File: config.mk
export PLATFORM = sky130hd
export DESIGN_NAME = program_counter_loader
export DESIGN_NICKNAME = d
export VERILOG_FILES = /design/src/hw/pc_loader_pkg.sv /design/src/hw/pc_target_calc.sv /design/src/hw/apb_wait_ctrl.sv /design/src/hw/program_counter_loader.sv
export VERILOG_INCLUDE_DIRS = /design/src /design/src/hw
export SDC_FILE = /design/constraint.sdc
export NUM_CORES = 1
export LEC_CHECK = 0
export ABC_AREA = 1
export ABC_CLOCK_PERIOD_IN_PS = 3080
export BUFFER_PORTS_ARGS = -buffer_cell sky130_fd_sc_hd__buf_4
export CAP_MARGIN = 20
export CELL_PAD_IN_SITES_DETAIL_PLACEMENT = 1
export CELL_PAD_IN_SITES_GLOBAL_PLACEMENT = 2
export CORE_MARGIN = 3
export CORE_UTILIZATION = 26
export CTS_CLUSTER_DIAMETER = 50
export DETAILED_ROUTE_END_ITERATION = 10
export PLACE_DENSITY_LB_ADDON = 0.1
export SETUP_SLACK_MARGIN = 0.05
export SYNTH_ARGS = -nofsm -noshare
export SYNTH_HDL_FRONTEND = slang
export SYNTH_SLANG_ARGS = --single-unit
File: constraint.sdc
create_clock -name clock -period 3.08 [get_ports clock]
set_input_delay 0.154 -clock clock [delete_from_list [all_inputs] [get_ports clock]]
set_output_delay 0.154 -clock clock [all_outputs]
set_load 0.1 [all_outputs]
File: src/hw/pc_loader_regs.svh
`ifndef PC_LOADER_REGS_SVH
`define PC_LOADER_REGS_SVH

// register byte offsets on the bus
`define LOW_BYTE_OFFSET     12'h000
`define HIGH_LATCH_OFFSET   12'h004
`define STATUS_OFFSET       12'h008
`define CONTROL_OFFSET      12'h00C

// field positions
`define STATUS_WRAP_BIT     16
`define STATUS_KIND_LSB     17
`define STATUS_KIND_MSB     19
`define CONTROL_HOLD_BIT    0

// widths and reset values
`define PC_WIDTH            15
`define LATCH_WIDTH         7
`define PC_RESET            15'h0000
`define LATCH_RESET         7'h00
`define PC_ONE              15'h0001

// timing: wait states inserted by the bus slave
`define APB_WAIT_STATES     1

`endif

File: src/hw/pc_loader_pkg.sv
`default_nettype none

package pc_loader_pkg;

    // load case requested by the instruction decoder
    typedef enum logic [2:0] {
        op_none                           = 3'h0,
        op_write_low_byte                 = 3'h1,
        op_add_working_to_file            = 3'h2,
        op_call                           = 3'h3,
        op_call_via_working_register      = 3'h4,
        op_branch_by_working_register     = 3'h5,
        op_branch_by_immediate            = 3'h6,
        op_write_high_latch               = 3'h7
    } pc_op_t;

    // bus slave states, gray along idle -> wait -> done
    typedef enum logic [1:0] {
        apb_idle = 2'b00,
        apb_wait = 2'b01,
        apb_done = 2'b11
    } apb_state_t;

endpackage

`default_nettype wire

File: src/hw/pc_target_calc.sv
`include "pc_loader_regs.svh"
`default_nettype none

module pc_target_calc (
    input  wire logic [2:0]  op_kind,
    input  wire logic [14:0] pc,
    input  wire logic [6:0]  latch,
    input  wire logic [10:0] operand,
    input  wire logic [7:0]  working,
    input  wire logic [7:0]  file_result,
    output logic             loads_pc,
    output logic      [14:0] target,
    output logic             low_carry
);

    // address of the next instruction, wraps in 15 bits
    function automatic logic [14:0] inc15(input logic [14:0] a);
        inc15 = a + `PC_ONE;
    endfunction

    logic [14:0] pc_plus_one;
    logic [8:0]  low_sum;
    logic [14:0] imm_ext;

    always_comb begin
        pc_plus_one = inc15(pc);
        low_sum     = {1'b0, pc_plus_one[7:0]} + {1'b0, working};
        imm_ext     = {{6{operand[8]}}, operand[8:0]};
        loads_pc    = 1'b1;
        target      = inc15(pc);
        low_carry   = 1'b0;
        case (pc_loader_pkg::pc_op_t'(op_kind))
            pc_loader_pkg::op_write_low_byte: begin
                target = {latch, file_result};
            end
            pc_loader_pkg::op_add_working_to_file: begin
                // carry out of the low byte goes out on low_carry only, upper from latch
                target    = {latch, low_sum[7:0]};
                low_carry = low_sum[8];
            end
            pc_loader_pkg::op_call: begin
                target = {latch[6:3], operand};
            end
            pc_loader_pkg::op_call_via_working_register: begin
                target = {latch, working};
            end
            pc_loader_pkg::op_branch_by_working_register: begin
                // full width sum, may leave the 256-byte block
                target = pc_plus_one + {7'h00, working};
            end
            pc_loader_pkg::op_branch_by_immediate: begin
                target = pc_plus_one + imm_ext;
            end
            default: begin
                loads_pc = 1'b0;
                target   = inc15(pc);
            end
        endcase
    end

endmodule // pc_target_calc

`default_nettype wire

File: src/hw/apb_wait_ctrl.sv
`default_nettype none

module apb_wait_ctrl (
    input  wire logic clock,
    input  wire logic nrst,
    input  wire logic psel,
    input  wire logic penable,
    input  wire logic pwrite,
    output logic      pready,
    output logic      read_load,
    output logic      write_fire
);

    pc_loader_pkg::apb_state_t state_ff;
    pc_loader_pkg::apb_state_t nxt_state;

    always_comb begin
        nxt_state = state_ff;
        case (state_ff)
            pc_loader_pkg::apb_idle: begin
                if (psel && !penable) begin
                    nxt_state = pc_loader_pkg::apb_wait;
                end
            end
            pc_loader_pkg::apb_wait: begin
                if (psel && penable) begin
                    nxt_state = pc_loader_pkg::apb_done;
                end else if (!psel) begin
                    nxt_state = pc_loader_pkg::apb_idle;
                end
            end
            pc_loader_pkg::apb_done: begin
                nxt_state = pc_loader_pkg::apb_idle;
            end
            default: begin
                nxt_state = pc_loader_pkg::apb_idle;
            end
        endcase
    end

    always_ff @(posedge clock) begin
        if (!nrst) begin
            state_ff <= pc_loader_pkg::apb_idle;
        end else begin
            state_ff <= nxt_state;
        end
    end

    // one wait state gives read data time to reach a flip-flop
    assign pready     = (state_ff == pc_loader_pkg::apb_done);
    assign read_load  = (state_ff == pc_loader_pkg::apb_wait) && psel &&
                        penable && !pwrite;
    assign write_fire = pready && psel && penable && pwrite;

endmodule // apb_wait_ctrl

`default_nettype wire

File: src/hw/program_counter_loader.sv
// What this block does
// - a 15-bit program counter addresses program memory.
// - the low byte is a read/write register, upper bits come from the latch.
// - every reset clears the whole counter to zero.
// - writing the low byte copies the latch into the upper bits at once.
// - adding to the low byte gives an 8-bit result with latch upper bits.
// - an absolute call takes 11 operand bits and latch bits 6 to 3.
// - a call via the working register takes it as low byte, latch as upper.
// - a working-register branch loads next address plus unsigned offset.
// - an immediate branch loads next address plus signed operand bits 8 to 0.
// - both branch forms change all 15 bits, crossing blocks freely.
`include "pc_loader_regs.svh"
`default_nettype none

module program_counter_loader (
    input  wire logic        clock,
    input  wire logic        nrst,
    // register bus
    input  wire logic        psel,
    input  wire logic        penable,
    input  wire logic        pwrite,
    input  wire logic [11:0] paddr,
    input  wire logic [31:0] pwdata,
    input  wire logic [3:0]  pstrb,
    output logic      [31:0] prdata,
    output logic             pready,
    output logic             pslverr,
    // instruction decoder
    input  wire logic        op_valid,
    input  wire logic [2:0]  op_kind,
    input  wire logic [10:0] op_operand,
    input  wire logic [7:0]  working_reg,
    input  wire logic [7:0]  file_result,
    // fetch path
    input  wire logic        fetch_advance,
    output logic      [14:0] pc,
    output logic      [7:0]  low_byte_value,
    output logic      [6:0]  high_latch_value,
    output logic             wrap_flag
);

    ////////////////////////////////////////////////////////////////////////
    // address decode

    function automatic logic is_offset(input logic [11:0] a,
                                       input logic [11:0] off);
        is_offset = (a == off);
    endfunction

    function automatic logic is_mapped(input logic [11:0] a);
        is_mapped = is_offset(a, `LOW_BYTE_OFFSET)   ||
                    is_offset(a, `HIGH_LATCH_OFFSET) ||
                    is_offset(a, `STATUS_OFFSET)     ||
                    is_offset(a, `CONTROL_OFFSET);
    endfunction

    // status layout in one place so fields move with the header
    function automatic logic [31:0] status_word(input logic [2:0]  kind,
                                                input logic        wrap,
                                                input logic [14:0] count);
        logic [31:0] w;
        w = 32'h0000_0000;
        w[14:0] = count;
        w[`STATUS_WRAP_BIT] = wrap;
        w[`STATUS_KIND_MSB:`STATUS_KIND_LSB] = kind;
        status_word = w;
    endfunction

    ////////////////////////////////////////////////////////////////////////
    // architectural state, read by several sections below

    logic [14:0] pc_ff;
    logic [6:0]  latch_ff;
    logic        hold_ff;

    ////////////////////////////////////////////////////////////////////////
    // bus handshake

    logic read_load;
    logic write_fire;

    apb_wait_ctrl u_apb_wait_ctrl (
        .clock      (clock),
        .nrst       (nrst),
        .psel       (psel),
        .penable    (penable),
        .pwrite     (pwrite),
        .pready     (pready),
        .read_load  (read_load),
        .write_fire (write_fire)
    );

    logic wr_low;
    logic wr_latch;
    logic wr_status;
    logic wr_control;

    assign wr_low     = write_fire && pstrb[0] &&
                        is_offset(paddr, `LOW_BYTE_OFFSET);
    assign wr_latch   = write_fire && pstrb[0] &&
                        is_offset(paddr, `HIGH_LATCH_OFFSET);
    assign wr_status  = write_fire && pstrb[2] &&
                        is_offset(paddr, `STATUS_OFFSET);
    assign wr_control = write_fire && pstrb[0] &&
                        is_offset(paddr, `CONTROL_OFFSET);

    ////////////////////////////////////////////////////////////////////////
    // target selection

    logic        calc_loads_pc;
    logic [14:0] calc_target;
    logic        calc_carry;
    logic [2:0]  eff_kind;

    // no valid op means plain advance
    assign eff_kind = op_valid ? op_kind : 3'h0;

    pc_target_calc u_pc_target_calc (
        .op_kind     (eff_kind),
        .pc          (pc_ff),
        .latch       (latch_ff),
        .operand     (op_operand),
        .working     (working_reg),
        .file_result (file_result),
        .loads_pc    (calc_loads_pc),
        .target      (calc_target),
        .low_carry   (calc_carry)
    );

    ////////////////////////////////////////////////////////////////////////
    // program counter and latch

    logic [14:0] nxt_pc;
    logic [6:0]  nxt_latch;
    logic        core_latch_write;
    logic        core_pc_load;
    logic        bus_low_load;
    logic        bus_latch_load;
    logic        advance_ok;

    assign core_latch_write = op_valid &&
        (pc_loader_pkg::pc_op_t'(op_kind) ==
         pc_loader_pkg::op_write_high_latch);
    assign core_pc_load     = op_valid && calc_loads_pc;
    // a core op in the same cycle wins and the bus write is lost
    assign bus_low_load     = wr_low && !op_valid;
    assign bus_latch_load   = wr_latch && !op_valid;
    assign advance_ok       = fetch_advance && !hold_ff;

    always_comb begin
        nxt_pc = pc_ff;
        if (core_pc_load) begin
            nxt_pc = calc_target;
        end else if (bus_low_load) begin
            nxt_pc = {latch_ff, pwdata[7:0]};
        end else if (advance_ok) begin
            // calc gives pc plus one when no op loads the counter
            nxt_pc = calc_target;
        end
    end

    always_ff @(posedge clock) begin
        if (!nrst) begin
            pc_ff <= `PC_RESET;
        end else begin
            pc_ff <= nxt_pc;
        end
    end

    always_comb begin
        nxt_latch = latch_ff;
        if (core_latch_write) begin
            nxt_latch = file_result[6:0];
        end else if (bus_latch_load) begin
            nxt_latch = pwdata[6:0];
        end
    end

    always_ff @(posedge clock) begin
        if (!nrst) begin
            latch_ff <= `LATCH_RESET;
        end else begin
            latch_ff <= nxt_latch;
        end
    end

    ////////////////////////////////////////////////////////////////////////
    // status and control

    logic       wrap_ff;
    logic       nxt_wrap;
    logic [2:0] last_kind_ff;
    logic [2:0] nxt_last_kind;
    logic       nxt_hold;
    logic       wrap_event;
    logic       wrap_clear;

    // a table that ran off its 256-byte block is worth telling software
    assign wrap_event = op_valid && calc_carry;
    assign wrap_clear = wr_status && pwdata[`STATUS_WRAP_BIT];

    // set wins so an event in the clearing cycle is not lost
    always_comb begin
        nxt_wrap = wrap_ff;
        if (wrap_event) begin
            nxt_wrap = 1'b1;
        end else if (wrap_clear) begin
            nxt_wrap = 1'b0;
        end
    end

    always_ff @(posedge clock) begin
        if (!nrst) begin
            wrap_ff <= 1'b0;
        end else begin
            wrap_ff <= nxt_wrap;
        end
    end

    always_comb begin
        nxt_last_kind = last_kind_ff;
        if (core_pc_load) begin
            nxt_last_kind = op_kind;
        end
    end

    always_ff @(posedge clock) begin
        if (!nrst) begin
            last_kind_ff <= 3'h0;
        end else begin
            last_kind_ff <= nxt_last_kind;
        end
    end

    always_comb begin
        nxt_hold = hold_ff;
        if (wr_control) begin
            nxt_hold = pwdata[`CONTROL_HOLD_BIT];
        end
    end

    always_ff @(posedge clock) begin
        if (!nrst) begin
            hold_ff <= 1'b0;
        end else begin
            hold_ff <= nxt_hold;
        end
    end

    ////////////////////////////////////////////////////////////////////////
    // read data

    logic [31:0] prdata_ff;
    logic [31:0] nxt_prdata;
    logic        pslverr_ff;
    logic        nxt_pslverr;
    logic [31:0] read_word;

    // upper bits of the counter are only visible through status
    always_comb begin
        read_word = 32'h0000_0000;
        if (is_offset(paddr, `LOW_BYTE_OFFSET)) begin
            read_word = {24'h00_0000, pc_ff[7:0]};
        end else if (is_offset(paddr, `HIGH_LATCH_OFFSET)) begin
            read_word = {25'h000_0000, latch_ff};
        end else if (is_offset(paddr, `STATUS_OFFSET)) begin
            read_word = status_word(last_kind_ff, wrap_ff, pc_ff);
        end else if (is_offset(paddr, `CONTROL_OFFSET)) begin
            read_word = {31'h0000_0000, hold_ff};
        end
    end

    always_comb begin
        nxt_prdata = prdata_ff;
        if (read_load) begin
            nxt_prdata = read_word;
        end
    end

    always_ff @(posedge clock) begin
        if (!nrst) begin
            prdata_ff <= 32'h0000_0000;
        end else begin
            prdata_ff <= nxt_prdata;
        end
    end

    // error bit is worked out in the wait cycle, shown only with pready
    always_comb begin
        nxt_pslverr = 1'b0;
        if (read_load) begin
            nxt_pslverr = !is_mapped(paddr);
        end else if (psel && penable && pwrite && !pready) begin
            nxt_pslverr = !is_mapped(paddr);
        end
    end

    always_ff @(posedge clock) begin
        if (!nrst) begin
            pslverr_ff <= 1'b0;
        end else begin
            pslverr_ff <= nxt_pslverr;
        end
    end

    ////////////////////////////////////////////////////////////////////////
    // outputs

    assign prdata           = prdata_ff;
    assign pslverr          = pslverr_ff && pready;
    assign pc               = pc_ff;
    assign low_byte_value   = pc_ff[7:0];
    assign high_latch_value = latch_ff;
    assign wrap_flag        = wrap_ff;

endmodule // program_counter_loader

`default_nettype wire

==> key figures <==
Floorplanning
  – Die Area: roughly 0.019 mm^2
  – Row count: between 40 and 50
  – Chip width: around 140 um
  – Placeable Area: between 0.015 and 0.02 mm^2
  – Die height: 137.6 um
  – Num ports: 150
  – Initial Util: a little over a quarter

Drt
  – Final wirelength: ~19,000 um
  – First-pass detailed-route iteration total: 4
  – Vias: roughly 5,300
  – Drt drc: 0
  – Post-route antenna net violation count: 0
  – DR vias/cell: between 4 and 5
  – Drt wl/cell: approximately 18 um
  – Initial DRC count: 231

Timing
  – Worst Slack Setup Final: 0.2984 ns
  – Slew @ Worst Pin: slightly above 0.5 ns
  – Fmax: around 0.36 GHz
  – Slew margin rel.: 66.40%
  – Total negative slack: 0 ns
  – Period utilization: roughly 90%
  – Hold Vio Cnt, Final: 0
  – Final setup violation count: 0
  – Fin crit period: 2.782 ns
  – Setup Skew: just over 0.007 ns
  – Pins Over Slew Limit: 0
  – Worst hold margin: a little under 0.07 ns
  – RSZ-0062 raised after global routing: no

Clocking
  – Clk slew on worst S/H paths: around 0.07 ns
  – CTS max path bufs: 2
  – CTS Buf Count: 5
  – Clk Tree Root Cell: clkbuf_16
  – Clock sink count: 49
  – H-Tree Depth: 2
  – Worst-skew pair later-pin latency: 0.30 ns
  – CTS tree: done

Layout
  – Most common cell after layout, fill and taps aside: nand2_1
  – Synth-to-Final Area Change: 27.66%
  – Share of cells above drive strength 1: 21.18%
  – Fin util: 34.32%
  – Most frequent cells in the layout: nand2_1, buf_4, inv_1, a21oi_1, nor2_1
  – Filler cell count: around 2,200
  – Fin nets: about 960
  – Ant diodes: 0

Worst setup path
  – CP Data Arrival Time: around 3 ns
  – Worst setup SP type: primary input
  – CP Max Fanout: 9
  – Crit Path Class: in -> reg
  – Crit path capture type: flop
  – WP data required: roughly 3.3 ns

Logic synthesis
  – FFs w/ async S/R, synth: 0%
  – Dominant synthesized flop cell: dfxtp_1
  – Library cells used by synthesis: 46
  – EDFF count, synth: 0
  – Avg Cell Area, Syn: 6.113 um^2
  – Synthesized netlist cell count: between 700 and 800
  – Synth Cell Area: roughly 0.0045 mm^2
  – #FFs+latches synth: a little under 50
  – Yosys warns: 0
  – Sequential share of the synthesized area: 21.77%

Min path
  – Hold Crit Class: in -> reg

Power
  – Switching Fraction: roughly 46%
  – PwrDens: roughly 420 mW/mm^2
  – Combinational share of power: 46.5%
  – Switching Power: 0.001110 W
  – Pint: between 0.001 and 0.0015 W
  – Leakage: 2.846 nW
  – VDD IR-drop max: around 0.00026 V
  – Clock power frac: a little under a quarter
  – Part of the power in registers: roughly 30%

Global routing
  – First-pass GRT wire length: just under 30,000 um
  – Largest net degree at the start of global routing: 39
  – Gr ovfl total: 0
  – Initial antenna violation count: 0
  – All-layer global routing usage: 20.13%
  – Vias in the first global route: 5,513

Placed design
  – Setup Slack @ Placement: around 0.0034 ns
  – Buffers on Ports: about 110
  – DP HPWL: 15,820 um
  – Final GP Congestion: about 0.9

Flow run
  – Number of max-cap violations: 0

Outcome
  – Outcome: complete, no violations
## cell families after synthesis
group           count (synthesis)  synth area share, %
buf+inv                       123                12.66
flops                          49                21.77
simple gates                  364                35.52
fa+ha+maj                      30                8.664
mux                             2               0.4998
compound gates                160                19.25
other cells                     1              0.08323
xor+xnor                        8                1.555
## power by group through the flow
stage / logic, W / clock network (W) / registers [W]
2_1_floorplan: 0.000617 / 0 / 0.000908
3_3_place_gp: 0.00109 / 0 / 0.000732
3_5_place_dp: 0.00111 / 0 / 0.000733
4_1_cts: 0.00111 / 0.000567 / 0.000719
5_1_grt: 0.00121 / 0.000601 / 0.000725
6_report: 0.00111 / 0.000561 / 0.000718
## worst paths after layout
check / startpoint / to / slack [ns] / depth (start not counted)
max: op_valid / pc[4] / 0.30 / 17
min: penable / u_apb_wait_ctrl.state_ff[0] / 0.07 / 2
max reg2reg: pc[1] / pc[13] / 0.33 / 18
min reg2reg: u_apb_wait_ctrl.state_ff[1] / u_apb_wait_ctrl.state_ff[0] / 0.47 / 1
## worst max-delay path: stages
cell and delay (ns):
buf_4 0.15, nand2_1 0.12, inv_2 0.10, ha_1 0.18, nand2_1 0.22, nor2_1 0.16
a21oi_1 0.06, ha_1 0.26, fa_1 0.45, nand2_1 0.12, nand2_1 0.07, and2_1 0.19
or2_2 0.28, nand3_1 0.07, nand3_1 0.10, o21ai_0 0.19, a21oi_1 0.09
## through the flow
| step | power (W) | cell area, um^2 | cells |
|---|---|---|---|
| final | 0.002391 | 5752 | 1070 |
| after global routing | 0.002535 | 5752 | 1070 |
| after CTS | 0.002397 | 5703 | 1069 |
| after detailed placement | 0.001840 | 5559 | 1061 |
| after global placement | 0.001825 | 5559 | 1061 |
| after floorplan | 0.001524 | 4559 | 749 |
## state kept, by name, summed over array words and instances (netlist names)
name and cells:
pc 15, high_latch_value 7, last_kind_ff 3, prdata 19, hold_ff 1, pslverr_ff 1
u_apb_wait_ctrl.state_ff 2, wrap_flag 1
## Yosys cell counts, types with 3 or more instances
cell      count  area, um^2
xnor2_1       4       35.03
o21ai_1      16       80.08
o21ai_0      44       220.2
nand2_2       3       18.77
ha_1         28       350.3
xor2_1        4       35.03
a221oi_1      3       26.28
or2_2         5       31.28
and2_1        3       18.77
inv_2         8       30.03
dfxtp_1      49       980.9
o211ai_1      3       22.52
clkbuf_1      9       33.78
a31oi_1       9       56.30
nand4_1      19       118.9
nand3_1      46       230.2
nand3b_1      6       45.04
buf_4        24       180.2
nor3_1        5       25.02
a22oi_1       5       37.54
a21oi_1      72       360.4
nor2_1       65       244.0
nand2_1     200       750.7
inv_1        76       285.3
## metal layers
| metal | track usage (%) | part of all wire [%] | wire length [um] | vias to the layer above |
|---|---|---|---|---|
| met5 | 0 | 0 | 0 | - |
| met4 | 3.548 | 1.3 | 257 | 0 |
| met3 | 2.374 | 2.7 | 519 | 21 |
| met2 | 34.33 | 49 | 9315 | 97 |
| met1 | 27.53 | 47 | 9028 | 2590 |
| li1 | - | - | - | 2634 |
## layout make-up
class / count / area [um^2] / area share, %
clock buffer: 6 / 128.9 / 2.241
clock inverter: 2 / 10.01 / 0.1740
inverter: 85 / 319.1 / 5.547
multi-input combinational: 577 / 3043 / 52.90
sequential: 49 / 992.2 / 17.25
tap: 220 / 275.3 / 4.786
timing repair buffer: 131 / 983.4 / 17.10
## what timing repair did
item	CTS	global route
hold buffers	0	0
buffers inserted	0	1
gates resized for setup	1	9
setup endpoints to repair	1	6
Note: power is estimated with default switching activity, not from simulation.
